File: src/cif_pkg.sv
// Purpose: constants and types for the core interrupt flag block
// Assumes: one 40 MHz clock, synchronous active-high reset
// Notes:   register map is byte-wide, data in low bits of the read word except the port, read in the upper nibble
package cif_pkg;
  localparam int          CIF_AW            = 4;
  localparam int          CIF_DW            = 8;
  localparam logic [3:0]  CIF_ADDR_CTRL     = 4'h0;
  localparam logic [3:0]  CIF_ADDR_PERI_EN  = 4'h1;
  localparam logic [3:0]  CIF_ADDR_PERI_FLG = 4'h2;
  localparam logic [3:0]  CIF_ADDR_PORT     = 4'h3;
  localparam logic [3:0]  CIF_ADDR_IRQ_STAT = 4'h4;
  localparam logic [3:0]  CIF_ADDR_IRQ_MASK = 4'h5;
  localparam int          CIF_BIT_GIE       = 7;
  localparam int          CIF_BIT_PERIPHERAL_GROUP_ENABLE      = 6;
  localparam int          CIF_BIT_TIE       = 5;
  localparam int          CIF_BIT_XIE       = 4;
  localparam int          CIF_BIT_PCIE      = 3;
  localparam int          CIF_BIT_TF        = 2;
  localparam int          CIF_BIT_XF        = 1;
  localparam int          CIF_BIT_PCF       = 0;
  localparam logic [7:0]  CIF_CTRL_RST      = 8'h00;
  localparam logic [7:0]  CIF_PERI_RST      = 8'h00;
  localparam logic [2:0]  CIF_STAT_RST      = 3'h0;
  localparam int          CIF_SYNC_STAGES   = 3;

  typedef struct packed {
    logic [3:0] addr;
    logic [7:0] wdata;
    logic       wr;
    logic       rd;
  } cif_bus_t;

  typedef struct packed {
    logic       timer_ovf;
    logic       ext_edge;
    logic       port_change;
  } cif_evt_t;
endpackage

File: src/cif_core.sv
// Purpose: core interrupt control register, flags and combined request
// Assumes: timer overflow and peripheral flags are same-clock pulses;
//          ext_irq_pin and upper_port_pins are asynchronous pins
// Notes:   flag set beats a software clear in the same cycle
// Overview of operation
// - port-change interrupt only requests core_irq while its enable bit is one
// - rising edge on external pin sets its flag; software clears it
// - upper port pins differing from latched value keep setting flag until port read
// - peripheral requests blocked unless peripheral-group enable is set
// - flags set regardless of any enable bit
// - no core_irq request while global enable is zero; irq ignores global enable
`timescale 1ns/10ps
module cif_core
  import cif_pkg::*;
#(
  parameter int PERI_W = 8
) (
  input  wire logic              clk,
  input  wire logic              sys_rst,
  input  wire logic [3:0]        reg_addr,
  input  wire logic [7:0]        reg_wdata,
  input  wire logic              reg_wr,
  input  wire logic              reg_rd,
  output logic      [7:0]        reg_rdata,
  input  wire logic              timer_ovf,
  input  wire logic [PERI_W-1:0] peri_evt,
  input  wire logic              ext_irq_pin,
  input  wire logic [3:0]        upper_port_pins,
  output logic                   core_irq,
  output logic                   irq
);
  cif_bus_t          bus;
  cif_evt_t          evt;
  logic [7:0]        interrupt_control;
  logic [7:0]        next_ctrl;
  logic [PERI_W-1:0] peripheral_enable_reg;
  logic [PERI_W-1:0] next_peri_en;
  logic [PERI_W-1:0] peri_flag;
  logic [PERI_W-1:0] next_peri_flag;
  logic [3:0]        port_latch;
  logic [3:0]        next_port_latch;
  logic [2:0]        irq_stat;
  logic [2:0]        next_irq_stat;
  logic [2:0]        irq_mask;
  logic [2:0]        next_irq_mask;
  logic [7:0]        next_rdata;
  logic              next_core_irq;
  logic              next_irq;
  logic              ext_sync;
  logic              ext_prev;
  logic [3:0]        port_sync;
  logic              mismatch;
  logic              wr_ctrl;
  logic              rd_port;

  // peripheral bits must fit in one register byte
  if (PERI_W < 1 || PERI_W > CIF_DW) begin
    $error("cif_core peripheral width out of range");
  end

  cif_sync #(.WIDTH(1)) u_sync_ext (
    .clk     (clk),
    .sys_rst (sys_rst),
    .din     (ext_irq_pin),
    .dout    (ext_sync)
  );

  cif_sync #(.WIDTH(4)) u_sync_port (
    .clk     (clk),
    .sys_rst (sys_rst),
    .din     (upper_port_pins),
    .dout    (port_sync)
  );

  assign bus      = '{addr: reg_addr, wdata: reg_wdata, wr: reg_wr, rd: reg_rd};
  assign mismatch = (port_sync != port_latch);
  assign evt      = '{timer_ovf: timer_ovf, ext_edge: ext_sync & ~ext_prev,
                      port_change: mismatch};
  assign wr_ctrl  = bus.wr && (bus.addr == CIF_ADDR_CTRL);
  assign rd_port  = bus.rd && (bus.addr == CIF_ADDR_PORT);

  // control register and flags
  always_comb begin
    next_ctrl    = interrupt_control;
    next_peri_en = peripheral_enable_reg;
    next_irq_mask = irq_mask;
    if (wr_ctrl) begin
      next_ctrl = bus.wdata;
    end
    if (bus.wr && bus.addr == CIF_ADDR_PERI_EN) begin
      next_peri_en = bus.wdata[PERI_W-1:0];
    end
    if (bus.wr && bus.addr == CIF_ADDR_IRQ_MASK) begin
      next_irq_mask = bus.wdata[2:0];
    end
    // set after write so a same-cycle event is never lost
    if (evt.timer_ovf) begin
      next_ctrl[CIF_BIT_TF] = 1'b1;
    end
    if (evt.ext_edge) begin
      next_ctrl[CIF_BIT_XF] = 1'b1;
    end
    if (evt.port_change) begin
      next_ctrl[CIF_BIT_PCF] = 1'b1;
    end
    next_peri_flag = peri_flag;
    if (bus.wr && bus.addr == CIF_ADDR_PERI_FLG) begin
      next_peri_flag = bus.wdata[PERI_W-1:0];
    end
    next_peri_flag = next_peri_flag | peri_evt;
  end

  // port latch: reading the port ends the mismatch
  always_comb begin
    next_port_latch = port_latch;
    if (rd_port) begin
      next_port_latch = port_sync;
    end
  end

  // sticky status of events, write one to clear, set wins
  always_comb begin
    next_irq_stat = irq_stat;
    if (bus.wr && bus.addr == CIF_ADDR_IRQ_STAT) begin
      next_irq_stat = irq_stat & ~bus.wdata[2:0];
    end
    next_irq_stat = next_irq_stat | {evt.timer_ovf, evt.ext_edge, evt.port_change};
    next_irq = |(irq_stat & irq_mask);
  end

  // combined core request
  always_comb begin
    logic core_src;
    logic peri_src;
    core_src = (interrupt_control[CIF_BIT_TF] & interrupt_control[CIF_BIT_TIE])
             | (interrupt_control[CIF_BIT_XF] & interrupt_control[CIF_BIT_XIE])
             | (interrupt_control[CIF_BIT_PCF]
                & interrupt_control[CIF_BIT_PCIE]);
    peri_src = interrupt_control[CIF_BIT_PERIPHERAL_GROUP_ENABLE]
             & (|(peri_flag & peripheral_enable_reg));
    next_core_irq = interrupt_control[CIF_BIT_GIE] & (core_src | peri_src);
  end

  // read data, one cycle after the strobe, zero otherwise
  always_comb begin
    next_rdata = 8'h00;
    if (bus.rd) begin
      case (bus.addr)
        CIF_ADDR_CTRL:     next_rdata = interrupt_control;
        CIF_ADDR_PERI_EN:  next_rdata = 8'(peripheral_enable_reg);
        CIF_ADDR_PERI_FLG: next_rdata = 8'(peri_flag);
        CIF_ADDR_PORT:     next_rdata = {port_sync, 4'h0};
        CIF_ADDR_IRQ_STAT: next_rdata = {5'h00, irq_stat};
        CIF_ADDR_IRQ_MASK: next_rdata = {5'h00, irq_mask};
        default:           next_rdata = 8'h00;
      endcase
    end
  end

  always_ff @(posedge clk) begin
    if (sys_rst) begin
      interrupt_control     <= CIF_CTRL_RST;
      peripheral_enable_reg <= CIF_PERI_RST[PERI_W-1:0];
      peri_flag             <= CIF_PERI_RST[PERI_W-1:0];
      port_latch            <= 4'h0;
      irq_stat              <= CIF_STAT_RST;
      irq_mask              <= CIF_STAT_RST;
      ext_prev              <= 1'b0;
      reg_rdata             <= 8'h00;
      core_irq              <= 1'b0;
      irq                   <= 1'b0;
    end else begin
      interrupt_control     <= next_ctrl;
      peripheral_enable_reg <= next_peri_en;
      peri_flag             <= next_peri_flag;
      port_latch            <= next_port_latch;
      irq_stat              <= next_irq_stat;
      irq_mask              <= next_irq_mask;
      ext_prev              <= ext_sync;
      reg_rdata             <= next_rdata;
      core_irq              <= next_core_irq;
      irq                   <= next_irq;
    end
  end
endmodule

File: src/cif_sync.sv
// Purpose: three-stage synchroniser for pin inputs with agreement filter
// Assumes: input is asynchronous to clk
// Notes:   output changes only when stages two and three agree
`timescale 1ns/10ps
module cif_sync
  import cif_pkg::*;
#(
  parameter int WIDTH = 1
) (
  input  wire logic             clk,
  input  wire logic             sys_rst,
  input  wire logic [WIDTH-1:0] din,
  output logic      [WIDTH-1:0] dout
);
  logic [WIDTH-1:0] s1;
  logic [WIDTH-1:0] s2;
  logic [WIDTH-1:0] s3;
  logic [WIDTH-1:0] next_dout;

  // refused at elaboration, before any clock runs
  if (WIDTH < 1) begin
    $error("cif_sync width must be at least one");
  end

  // only s2 reads s1
  always_comb begin
    for (int i = 0; i < WIDTH; i++) begin
      next_dout[i] = (s2[i] == s3[i]) ? s3[i] : dout[i];
    end
  end

  always_ff @(posedge clk) begin
    if (sys_rst) begin
      s1   <= '0;
      s2   <= '0;
      s3   <= '0;
      dout <= '0;
    end else begin
      s1   <= din;
      s2   <= s1;
      s3   <= s2;
      dout <= next_dout;
    end
  end
endmodule
File: config.mk
export PLATFORM = sky130hd
export DESIGN_NAME = cif_core
export DESIGN_NICKNAME = d
export VERILOG_FILES = /design/src/cif_pkg.sv /design/src/cif_core.sv /design/src/cif_sync.sv
export SDC_FILE = /design/constraint.sdc
export NUM_CORES = 1
export LEC_CHECK = 0
export BUFFER_PORTS_ARGS = -buffer_cell sky130_fd_sc_hd__clkbuf_2
export CORE_MARGIN = 5
export CORE_UTILIZATION = 55
export DETAILED_ROUTE_END_ITERATION = 8
export PLACE_DENSITY = 0.75
export SLEW_MARGIN = 20
export SYNTH_ARGS = -nofsm -noshare
export SYNTH_HDL_FRONTEND = slang
export SYNTH_SLANG_ARGS = --single-unit
File: constraint.sdc
create_clock -name clk -period 1.6 [get_ports clk]
set_input_delay 0.08 -clock clk [delete_from_list [all_inputs] [get_ports clk]]
set_output_delay 0.08 -clock clk [all_outputs]
set_load 0.03 [all_outputs]
Word level (Yosys, flattened, before mapping)

Index checks and enable logic that the tools add are counted.

Register bits: 65
Latch bits: 0
RAM bits: 0
Bits in read-only memories: 0
Bits of input ports: 30
Output and inout bits: 10
Logic and storage cells: 72
Memories: 0

$add $sub $neg: 0
Multipliers: 0
Div/mod/pow operators: 0
$lt $le $gt $ge: 0
Eq/ne operators: 11
Shift-type cells: 0
Muxes and demuxes: 7
Bitwise operators: 17
Reductions and logical operators: 13

Operators with widths:

| cell               | number |
|---|---|
| $pmux 8 s6         | 1 |
| $and 8x8->8        | 1 |
| $eq 4x2->1 const B | 2 |
| $eq 4x3->1 const B | 2 |
| $mux 8             | 1 |
| $or 8x8->8         | 1 |
| $reduce_or 8->1    | 1 |
| $and 1x1->1        | 6 |
| $and 3x3->3        | 2 |
| $logic_and 1x1->1  | 6 |
| $mux 3             | 2 |
| $reduce_bool 2->1  | 3 |
| $eq 1x1->1         | 5 |
| $eq 4x1->1 const B | 1 |
| $logic_not 4->1    | 1 |
| $ne 4x4->1         | 1 |
| $mux 1             | 3 |
| $not 3->3          | 1 |
| $or 1x1->1         | 3 |
| $or 3x3->3         | 1 |
| $reduce_or 3->1    | 1 |
| $not 1->1          | 2 |
| $reduce_or 2->1    | 1 |

Longest topological paths before layout

Gate-level depths: netlist of the first run.

Depth after elaboration: 5
Gate-level depth with buffers: 6
Gate-level depth less buffers: 4

By module

A second synthesis of the first run with hierarchy kept.

Cell total of the unflattened synthesis: 255
Area, all modules: 2588.7 sq um

Modules (own cells, without submodules):

| module                 | instances | cells an instance | area each (sq um) | seq. area each (sq um) |
|---|---|---|---|---|
| cif_core               | 1         | 204               | 1989.4            | 900.9 |
| cif_sync (u_sync_port) | 1         | 41                | 486.7             | 320.3 |
| cif_sync (u_sync_ext)  | 1         | 10                | 112.6             | 80.1 |

Least setup slack after synthesis of the first run

No wires, ideal clock.

Kind: input to register
Start: in reg_addr[3]
End: reg interrupt_control[0]
Library setup time: 0.133 ns
Data arrival time: 1.197 ns
Slack: 0.270 ns
Cell stages on the path: 6
Buffers on the path: 2
Cells stage by stage: buf_6 -> nor4b_4 -> and2_1 -> buf_6 -> mux2i_1 -> a21oi_1

Longest elaborated chain between the ends: 3

Ends and longest elaborated chain:

| what                        | RTL line        | text |
|---|---|---|
| from (decl)                 | cif_core.sv:20  | `input wire logic [3:0] reg_addr,` |
| $logic_not 4->1             | cif_core.sv:79  | `assign wr_ctrl = bus.wr && (bus.addr == CIF_ADDR_CTRL);` |
| $logic_and 1x1->1           | cif_core.sv:79  |  |
| $reduce_bool 2->1 (no line) | n/a             |  |
| to (signal assigned)        | cif_core.sv:173 | `interrupt_control <= next_ctrl;` |
| to (decl)                   | cif_core.sv:34  | `logic [7:0] interrupt_control;` |

Every way passes these cells.
A chain may end at the register's enable or synchronous reset.

Worst setup path after layout of the first run

Start: reg interrupt_control[1]
End: reg reg_rdata[1]

Longest elaborated chain between the ends: 1

Ends and longest elaborated chain:

| what                 | RTL line        | text |
|---|---|---|
| $pmux 8 s6           | cif_core.sv:148 | `case (bus.addr)` |
| to (signal assigned) | cif_core.sv:180 | `reg_rdata <= next_rdata;` |
| to (decl)            | cif_core.sv:24  | `output logic [7:0] reg_rdata,` |

Every way passes these cells.

==> results list, run 1 <==
* Net Count, Synth: 292
- H-tree depth: 3
* Wire length per cell after detailed routing: 15.1 um
* # Max-Cap Violations: 0
- Post-cts resize count: 0
- For this design the static power due to leakage is 0.00133 uW.
* Minimum clock period: 1.18 ns
* Worst-case clock buffer depth: 2
- Of the total power, combinational logic draws 0.070.
* Total setup violations reported at the end of the flow: 0
* Peak supply drop: 811 uV
- Min-Delay Path Class: input port to register
- Cells after synthesis: 262
- Post-route setup TNS: 0 ns
- GRT Residual Overflow: 0
* Clock Tree Root: sky130_fd_sc_hd__clkbuf_8
- Post-synth cell types: 31
- Input and output buffers added on the ports amount to 39.
* Top flip-flop cell by instance count after synthesis: sky130_fd_sc_hd__dfxtp_1
- The path with the worst hold slack has its endpoint at peripheral_enable_reg[3]$_SDFFE_PP0P_.
- Floorplan die width: 78.3 um
- Critical Path Start Type: register
- The later pin in the worst-skew pair is clocked with a latency of 0.35 ns.
- GRT Overall Usage: 0.205
- Part of the total power dissipated in the clock network: 0.424
- Antenna violations before repair: 0
- The floorplan step defined a die boundary enclosing 0.00612 sq mm.
* Final Hold Fails: 0
- The via count of the first global-routing pass is 2,164.
- After synthesis, the mean cell area works out to 9.78 sq um.
- Worst R2R Path Depth: 3
- Of the total power, the share spent switching nets is 0.229.
- Number of flops mapped to enable cells by yosys: 0
- Cell internal power was estimated by the tool at 2580 uW.
- For the final database, setup skew stands at 0.00503 ns.
* Share of synthesized area occupied by flip-flops and latches: 0.508
* Routed wire length: 5760 um
* HPWL after detailed placement: 4100 um
* Flop and latch count out of synthesis: 65
- The worst register-to-register path has a setup slack of 0.42 ns.
- TritonCTS built the clock tree.
- After clock tree synthesis, the flow added hold-fix buffers numbering 17.
- Pin placement for this block handled 40 I/O pins.
- The floorplan step defined a core boundary enclosing 0.00444 sq mm.
* Total iterations of the first detailed-routing run: 4
- Dividing the final minimum period by the clock period gives 0.735.
- Total DRC errors in the routed layout: 0
- Synthesized area: 0.00256 sq mm
* Total area of multi-input combinational cells: 0.00116 sq mm
- Routability-driven placement congestion ratio: 0.903
- Area growth from synthesis to layout: 23.7%
- Fill cells in the final layout number 360.
- Of the total power, registers draw 0.506.
- Hold slack: 0.0223 ns
* Row count: 24
* Relative max-transition margin: 0.764
- Required time worst endpoint: 1.82 ns
- Total area of sequential cells: 0.00130 sq mm
- Yosys printed 0 warnings.
- For this configuration, the core starts out at a cell density of 0.577.
- Counting instances, the worst hold path has a depth of 3.
- At the pin with the least slew margin, the transition time is 0.351 ns.
* Share of layout cells above drive strength 1: 0.210
- For this run, the post-layout net count is 354.
- Entering global routing, the biggest net connects 33 pins.
- Clk sink count: 65
- Pwr per Cell Area: 1050 mW/mm^2
- Clock-pin slew was measured on the worst setup and hold paths at 0.07 ns.
- Height of the die: 78.3 um
- Crit path capture type: register
* Total via count after detailed routing: 2,155
* Number of CTS-inserted buffers: 9
* Max Fanout on Critical Path: 3
- The first global-routing pass estimated 9780 um of wire.
- Data on the critical path arrives at its endpoint at 1.40 ns.
- Vias per cell: 5.66
- Classification of the worst setup path: register to register
- In this run the power spent charging and discharging nets is 766 uW.
- Iteration-0 DRC count of the detailed router: 223
- RSZ-0062 raised after global routing: false
- Derived from the worst setup path, the maximum achievable clock frequency is 850 MHz.
- After clock tree synthesis, the setup repair step added 0 buffers.
- Share of synthesized registers carrying an async set or reset: 0
- The endpoint identified for the worst register-to-register timing path is reg_rdata[1]$_SDFF_PP0_.
* Critical register-to-register path startpoint: interrupt_control[1]$_SDFFE_PP0P_
* Startpoint of the tightest hold check path: reg_wdata[3]
* Antenna Diode Count: 0
- The final number of max-transition violations came to 0.
* Number of antenna-violating nets in the routed design: 0
- End-of-flow core utilization: 0.713
* Outcome: finished clean
- Overall power consumption after layout is estimated at 3340 uW.
-- metal layers --
layer | GRT usage | up-vias | routed length (um)
met2 | 0.330 | 71 | 2740
met1 | 0.242 | 1025 | 2520
met4 | 0.0927 | 0 | 81
met3 | 0.0812 | 8 | 412
li1 | - | 1051 | -
met5 | 0 | - | 0
-- cells in the mapped netlist (all sizes together) (3+ instances only) --
master | instances | area share
nor4 | 3 | 0.0073
o2bb2ai | 4 | 0.014
xor2 | 4 | 0.014
a22oi | 10 | 0.029
nand3 | 12 | 0.023
nor2b | 16 | 0.039
buf | 8 | 0.023
a211oi | 8 | 0.023
mux2i | 21 | 0.082
nor2 | 31 | 0.045
o21ai | 8 | 0.016
clkbuf | 5 | 0.011
a21oi | 22 | 0.043
and3 | 8 | 0.020
nand2 | 20 | 0.030
dfxtp | 65 | 0.51
-- power by group through the flow --
stage	logic [uW]	clock network [uW]	registers [uW]
after global routing	261	1530	1690
after floorplan	129	0	1720
after CTS	235	1450	1690
after global placement	196	0	1720
final	236	1420	1690
after detailed placement	201	0	1730
-- logic make-up (layout without fill, tap and decap cells) --
group,after synthesis,in the layout,synth area share
compound gates,55,55,0.135
xor+xnor,4,4,0.0137
buf+inv,16,83,0.0405
flops,65,65,0.508
mux,24,24,0.104
simple gates,98,98,0.199
-- stage by stage --
stage | setup WS (ns) | cell area, sq um | instances
final | 0.424 | 3170 | 381
after CTS | 0.416 | 3170 | 381
after floorplan | 0.270 | 2560 | 262
after global placement | 0.323 | 2790 | 348
after detailed placement | 0.274 | 2790 | 348
after global routing | 0.388 | 3170 | 381
-- layout by cell type, fill, tap and decap left out, drive strengths merged, types with 3 or more instances in the layout --
cell type    Yosys  layout
o21ai            8       8
mux2i           21      21
dfxtp           65      65
a22oi           10      10
nor2            31      31
clkbuf           5      51
nand3           12      12
nand2           20      20
a211oi           8       8
dlygate4sd3      0      17
and3             8       8
buf              8       9
o2bb2ai          4       4
nor4             3       3
xor2             4       4
nor2b           16      16
a21oi           22      22
-- worst max-delay path, stage by stage, from the launching register on --
cell	delay (ns)
sky130_fd_sc_hd__dfxtp_1	0.35
sky130_fd_sc_hd__mux4_2	0.45
sky130_fd_sc_hd__a22oi_1	0.20
sky130_fd_sc_hd__nor2_1	0.06
-- worst max-delay path by stage --
stage / start / to / cells after the start
finish: interrupt_control[1]$_SDFFE_PP0P_ / reg_rdata[1]$_SDFF_PP0_ / 3
floorplan: reg_addr[3] / interrupt_control[0]$_SDFFE_PP0P_ / 6
global route: interrupt_control[1]$_SDFFE_PP0P_ / reg_rdata[1]$_SDFF_PP0_ / 3
CTS: interrupt_control[1]$_SDFFE_PP0P_ / reg_rdata[1]$_SDFF_PP0_ / 3
detailed placement: reg_addr[1] / port_latch[0]$_SDFFE_PP0P_ / 6
global placement: reg_addr[0] / reg_rdata[5]$_SDFF_PP0_ / 6
-- cell type report --
class                           count  share of cell area
Clock buffer                       12              0.0489
Timing Repair Buffer               65               0.137
Clock inverter                      4              0.0162
Multi-Input combinational cell    181               0.365
Sequential cell                    65               0.410
Tap cell                           52              0.0205
Inverter                            2             0.00237
No activity file was read; power rests on OpenSTA's default activity.
==> inputs of run 2 (changes only) <==
clock period = 1.1 ns   (was 1.6 ns; I/O delays follow)
==> run 2 against run 1 <==
The run now ends with setup timing left. Cell count is 8.7% higher. Sequential cell count stayed put. Worst hold slack better by 0.0026 ns. Critical path depth is 1 higher. Combinational power is 87% higher. Fmax is 1.1% lower. Clock-buffer cell count is 2 lower. Wire length is 19% higher. Via count is 6.4% higher.
==> results list, run 2 (synthesized netlist as in run 1, its figures left out) <==
- Outcome: finished, violations left
- The checks that failed: setup timing.
- The worst-case setup margin in the final layout is -0.0893 ns (-0.513 ns).
- The routed wirelength normalized by instance count is 16.5 um (+9.2%).
- Part of the total power dissipated in the clock network: 0.369 (-0.055)
- Buffers on Ports: 39 (unchanged)
* Total area of multi-input combinational cells: 0.00125 sq mm (+8.0%)
* Via count of the first global-routing pass: 2,374 (+9.7%)
- The placed cell area is 0.00308 sq mm (+10%).
* Final cycle utilization of the critical path: 1.08 (+0.346)
- The slew at the pin with the worst max-slew slack is 0.361 ns (+0.0101 ns).
- Switching power of the nets: 1150 uW (+51%)
- The power density relative to cell area is 1320 mW/mm^2 (+25%).
- Clk sink count: 65 (unchanged)
* H-tree depth: 3 (unchanged)
- In the layout the commonest cells are sky130_fd_sc_hd__dfxtp_1, sky130_fd_sc_hd__clkbuf_2, sky130_fd_sc_hd__buf_4.
* Total DRC errors in the routed layout: 0 (unchanged)
- GRT Residual Overflow: 0 (unchanged)
* Final Net Count: 387 (+9.3%)
- The total negative setup slack is -0.177 ns (-0.177 ns).
- The deepest clock path buffer count came to 2 (unchanged).
* Antenna violations before repair: 0 (unchanged)
- Area growth from synthesis to layout: 36.4%
- Floorplan die width: 78.3 um (unchanged)
- Internal power: 3440 uW (+34%)
- Share of layout cells above drive strength 1: 0.334 (+0.125)
* Critical Path Start Type: register
- The post-layout minimum cycle time came to 1.19 ns (+0.0131 ns).
- The maximum frequency from static timing analysis was 841 MHz (-1.1%).
- The final number of max-transition violations was 0 (unchanged).
- Switching Fraction: 0.251 (+0.0218)
* Number of CTS-inserted buffers: 9 (unchanged)
- The register area is 0.00131 sq mm (+0.58%).
- Clock Tree Root: sky130_fd_sc_hd__clkbuf_8
- Setup repair after global routing could not meet its margin everywhere.
* First-pass GRT wire length: 11,200 um (+14%)
* Row count: 24 (unchanged)
- Number of fill cells: 298 (-17%)
- The final RePlAce weighted congestion was 0.897 (-0.70%).
* Die area: 0.00612 sq mm (unchanged)
- TritonCTS built the clock tree.
- Total setup violations reported at the end of the flow: 2 (+2)
- Height of the die: 78.3 um (unchanged)
* Min-Delay Path Class: input port to register
* Share of total power in sequential cells: 0.535 (+0.029)
* Initial cell density of the core: 0.577 (unchanged)
- # Max-Cap Violations: 0 (unchanged)
- The worst-skew pair later-pin latency came to 0.34 ns (about the same).
- The worst slew slack as a fraction of its limit was 0.760 (-0.00456).
- The global-route usage over all layers is 0.239 (+0.0340).
* Final Hold Fails: 0 (unchanged)
- The initial detailed-routing violation count is 150 (-33%).
- Required time worst endpoint: 1.33 ns (-0.49 ns)
* Comb pwr share: 0.096 (+0.026)
* Maximum number of pins on one net before global-route repair: 31 (-6.1%)
- The critical path in this run is classified as register to register.
- The number of nets with antenna violations after routing came to 0 (unchanged).
* Total iterations of the first detailed-routing run: 7 (+3)
- The routed via count divided by cell count was 5.54 (-2.1%).
* Final Skew: 0.00507 ns (+0.0000415 ns)
* Total via count after detailed routing: 2,293 (+6.4%)
- The slack of the worst reg-to-reg path is -0.09 ns (-0.51 ns).
- CTS clk-pin slew, worst paths: 0.07 ns (about the same)
* Antenna Diode Count: 0 (unchanged)
- Cell leakage power: 0.00149 uW (+12%)
- Routed wire length: 6830 um (+19%)
- Signal arrival time at the worst endpoint: 1.42 ns (+0.02 ns)
- Most frequent standard cell in the layout excluding fill and tap cells: sky130_fd_sc_hd__dfxtp_1
- The count of pins on the block boundary came to 40 (unchanged).
* HPWL after detailed placement: 4660 um (+14%)
- STA classifies the critical path endpoint as a register.
- Non-Filler Cell Area, Final: 0.00349 sq mm (+10%)
- Peak supply drop: 848 uV (+4.6%)
- Core area: 0.00444 sq mm (unchanged)
- Max Fanout on Critical Path: 2 (-1)
## run 2: metal layers
layer / GRT usage / wire [um]
met1: 0.273 / 2890
met2: 0.407 / 3440
met5: 0 / 0
met4: 0.142 / 163
met3: 0.0584 / 347
## run 2: path summary, 6_finish.rpt
check                                   from                                     to  cells after the start
setup / recovery  port_latch[2]$_SDFFE_PP0P_      interrupt_control[0]$_SDFFE_PP0P_                      4
hold / removal                  reg_wdata[0]  peripheral_enable_reg[0]$_SDFFE_PP0P_                      3
setup reg to reg  port_latch[2]$_SDFFE_PP0P_      interrupt_control[0]$_SDFFE_PP0P_                      4
hold reg to reg     u_sync_ext.s1$_SDFF_PP0_               u_sync_ext.s2$_SDFF_PP0_                      1
## run 2: what timing repair did
item,4_1_cts,5_1_grt
endpoints found under the hold margin,24,0
pin swaps,1,5
gates resized for setup,4,10
setup endpoints to repair,3,7
buffers inserted,0,1
hold buffers,20,0
## run 2: area by class of cell
cell class	instances	area share
tap	52	0.0186
clock buffer	10	0.0365
clock inverter	6	0.0100
inverter	2	0.00215
sequential	65	0.375
timing repair buffer	98	0.201
multi-input combinational	181	0.358
## run 2: power by group through the flow
| stage | clock network [uW] | logic (uW) | registers (uW) |
|---|---|---|---|
| 4_1_cts | 1730 | 426 | 2460 |
| 3_3_place_gp | 0 | 360 | 2510 |
| 3_5_place_dp | 0 | 368 | 2510 |
| 5_1_grt | 1850 | 478 | 2460 |
| 2_1_floorplan | 0 | 211 | 2500 |
| 6_report | 1690 | 441 | 2460 |
## run 2: stage by stage
step | util | setup slack [ns] | cells | hold slack [ns] | total power (uW)
4_1_cts | 0.777 | -0.0749 | 413 | 0.00894 | 4610
5_1_grt | 0.786 | -0.138 | 414 | 0.0266 | 4790
6_report | 0.786 | -0.0893 | 414 | 0.0248 | 4600
3_3_place_gp | 0.693 | -0.106 | 377 | 0.268 | 2870
2_1_floorplan | - | -0.202 | 262 | 0.168 | 2710
3_5_place_dp | 0.693 | -0.182 | 377 | 0.272 | 2880
## run 2: critical path, stage by stage, from the launching register on
cell	delay, ns
sky130_fd_sc_hd__dfxtp_2	0.33
sky130_fd_sc_hd__xor2_1	0.16
sky130_fd_sc_hd__nor4_2	0.35
sky130_fd_sc_hd__buf_4	0.19
sky130_fd_sc_hd__a21oi_2	0.04
==> inputs of run 3 (changes only) <==
BUFFER_PORTS_ARGS = -buffer_cell sky130_fd_sc_hd__buf_2   (was -buffer_cell sky130_fd_sc_hd__clkbuf_2)
CORE_MARGIN = 1.5   (was 5)
==> run 3 against run 2 <==
The flow now finishes without violations. Core utilization up 0.25 points. Clock power increased by 19%. Critical path depth is 1 lower. First-iteration DRC count is 2.7% higher. Global-route usage up 3.2 points. Power up 6.7%. Fmax grew 9.6%. Largest cell class unchanged.
==> results list, run 3 (synthesized netlist as in run 1, its figures left out) <==
- The first-pass iteration count of the detailed router came to 4 (-3).
- The total number of vias was 2,241 (-2.3%).
- Min-Delay Path Class: input port to register
- Die area: 0.00508 sq mm (-17%)
- The worst-skew pair later-pin latency is 0.35 ns (about the same).
- Clock Tree Root: sky130_fd_sc_hd__clkbuf_8
- The number of inserted filler cells in the final layout is 306 (+2.7%).
* TritonCTS clock tree: yes
- The routed wirelength normalized by instance count was 15.2 um (-7.8%).
- The post-route clock period utilization was 0.987 (-0.0946).
- The worst slew slack as a fraction of its limit is 0.745 (-0.0148).
* Row count: 24 (unchanged)
- The library cell used most frequently in the layout, excluding fill and tap cells, is sky130_fd_sc_hd__dfxtp_1.
* Total area of multi-input combinational cells: 0.00123 sq mm (-1.4%)
- The global-route usage over all layers was 0.271 (+0.0320).
- H-tree depth: 3 (unchanged)
- The maximum frequency from static timing analysis came to 921 MHz (+9.6%).
- The overflow left after global routing came to 0 (unchanged).
* Final Net Count: 382 (-1.3%)
- The flow ran to the end, and the final reports show no timing, DRC or antenna violations.
* Routability-driven placement congestion ratio: 0.872 (-2.8%)
- The worst setup path is captured at a register.
- Most used cells in the layout excluding fill and tap cells: sky130_fd_sc_hd__dfxtp_1, sky130_fd_sc_hd__buf_2, sky130_fd_sc_hd__buf_4
* Worst R2R Path Depth: 3 (-1)
* Total DRC errors in the routed layout: 0 (unchanged)
* Buffers on Ports: 39 (unchanged)
- The slew at the pin with the worst max-slew slack is 0.383 ns (+0.0222 ns).
* Via count of the first global-routing pass: 2,177 (-8.3%)
* Pwr per Cell Area: 1410 mW/mm^2 (+7.1%)
* Vias per cell: 5.48 (-1.1%)
* Worst R2R End: core_irq$_SDFF_PP0_
- The worst endpoint data arrival time is 1.30 ns (-0.12 ns).
* Max Fanout on Critical Path: 2 (unchanged)
- Initial cell density of the core: 0.580 (+0.00392)
- Share of layout cells above drive strength 1: 0.305 (-0.0289)
* First-pass GRT wire length: 10,400 um (-6.8%)
- Placed Instance Area: 0.00307 sq mm (-0.33%)
- Minimum clock period: 1.09 ns (-0.104 ns)
- The area growth from synthesis to layout is 35.9%.
- The data required time of the critical path was 1.31 ns (-0.02 ns).
- Total count of max-transition violations in the final report: 0 (unchanged)
- The slack of the worst reg-to-reg path is 0.01 ns (+0.10 ns).
* End-of-flow core utilization: 0.789 (+0.00251)
- The horizontal extent of the die is 71.3 um (-8.9%).
- HPWL after detailed placement: 4140 um (-11%)
* Clk sink count: 65 (unchanged)
- RSZ-0062 raised after global routing: true
- The count of final hold-check violations came to 0 (unchanged).
- Antenna violations before repair: 0 (unchanged)
- The final clock skew came to 0.00370 ns (-0.00137 ns).
* Ports: 40 (unchanged)
- The register area came to 0.00130 sq mm (-0.38%).
* Number of antenna-violating nets in the routed design: 0 (unchanged)
* Routed wire length: 6220 um (-9.0%)
- In this run the critical register-to-register path is launched from interrupt_control[1]$_SDFFE_PP0P_.
- CTS clk-pin slew, worst paths: 0.07 ns (about the same)
- Classification of the worst setup path: register to register
* Crit path to: core_irq$_SDFF_PP0_
* Iteration-0 DRC count of the detailed router: 154 (+2.7%)
* Core area: 0.00441 sq mm (-0.68%)
- Total setup violations reported at the end of the flow: 0 (-2)
- The die boundary height was 71.3 um (-8.9%).
- The static leakage was 0.00149 uW (about the same).
- The deepest clock path buffer count came to 2 (unchanged).
- Maximum number of pins on one net before global-route repair: 58 (+87%)
- The number of violations of the max-capacitance limit was 0 (unchanged).
- The total clock buffers created by CTS was 9 (unchanged).
- In this run the worst setup path begins at interrupt_control[1]$_SDFFE_PP0P_.
- Peak supply drop: 1010 uV (+19%)
- Non-Filler Cell Area, Final: 0.00348 sq mm (-0.36%)
- Critical Path Start Type: register
- Antenna Diode Count: 0 (unchanged)
run 3: critical path, cell delays in order (launching register included):
cell and delay [ns]:
sky130_fd_sc_hd__dfxtp_2 0.32, sky130_fd_sc_hd__buf_6 0.11, sky130_fd_sc_hd__a222oi_1 0.36, sky130_fd_sc_hd__a21oi_1 0.16
run 3: worst min path at each step:
stage	from	to	slack (ns)	cells after the start
floorplan	peri_evt[0]	peri_flag[0]$_SDFF_PP0_	0.17	2
CTS	reg_wdata[0]	peripheral_enable_reg[0]$_SDFFE_PP0P_	0.02	3
global route	reg_wdata[0]	peripheral_enable_reg[0]$_SDFFE_PP0P_	0.03	3
global placement	upper_port_pins[3]	u_sync_port.s1[3]$_SDFF_PP0_	0.26	2
finish	reg_wdata[0]	peripheral_enable_reg[0]$_SDFFE_PP0P_	0.03	3
detailed placement	upper_port_pins[2]	u_sync_port.s1[2]$_SDFF_PP0_	0.27	2
run 3: timing repair:
| action | 4_1_cts | 5_1_grt |
|---|---|---|
| hold buffers | 19 | 0 |
| setup endpoints to repair | 2 | 6 |
| resized for setup | 1 | 6 |
| pin swaps | 1 | 5 |
| hold endpoints to repair | 24 | 0 |
| setup buffers | 0 | 0 |
run 3: through the flow:
stage,setup WS [ns],std cells,power (uW),TNS [ns],hold slack [ns]
CTS,0.00339,409,4920,0,0.0205
finish,0.0148,409,4900,0,0.0279
global route,-0.0360,409,5070,-0.0360,0.0294
detailed placement,-0.146,374,2880,-3.25,0.270
global placement,-0.0996,374,2870,-2.31,0.264
floorplan,-0.202,262,2710,-1.88,0.168
run 3: layout make-up:
type                       instances  share of cell area
clock buffer                      11              0.0406
clock inverter                     5              0.0158
inverter                           2             0.00216
multi-input combinational        181               0.354
sequential                        65               0.374
tap                               52              0.0187
timing repair buffer              93               0.194
run 3: report_power, final:
part           internal (uW)  switching (uW)
Sequential              2410            45.8
Combinational            226             208
Clock                   1100             910
Total                   3740            1160
run 3: routing by layer:
metal / part of all wire / up-vias / GRT usage
met5: 0 / - / 0
met4: 0.027 / 0 / 0.166
met2: 0.46 / 74 / 0.406
met3: 0.050 / 15 / 0.0534
li1: - / 1112 / -
met1: 0.46 / 1040 / 0.363
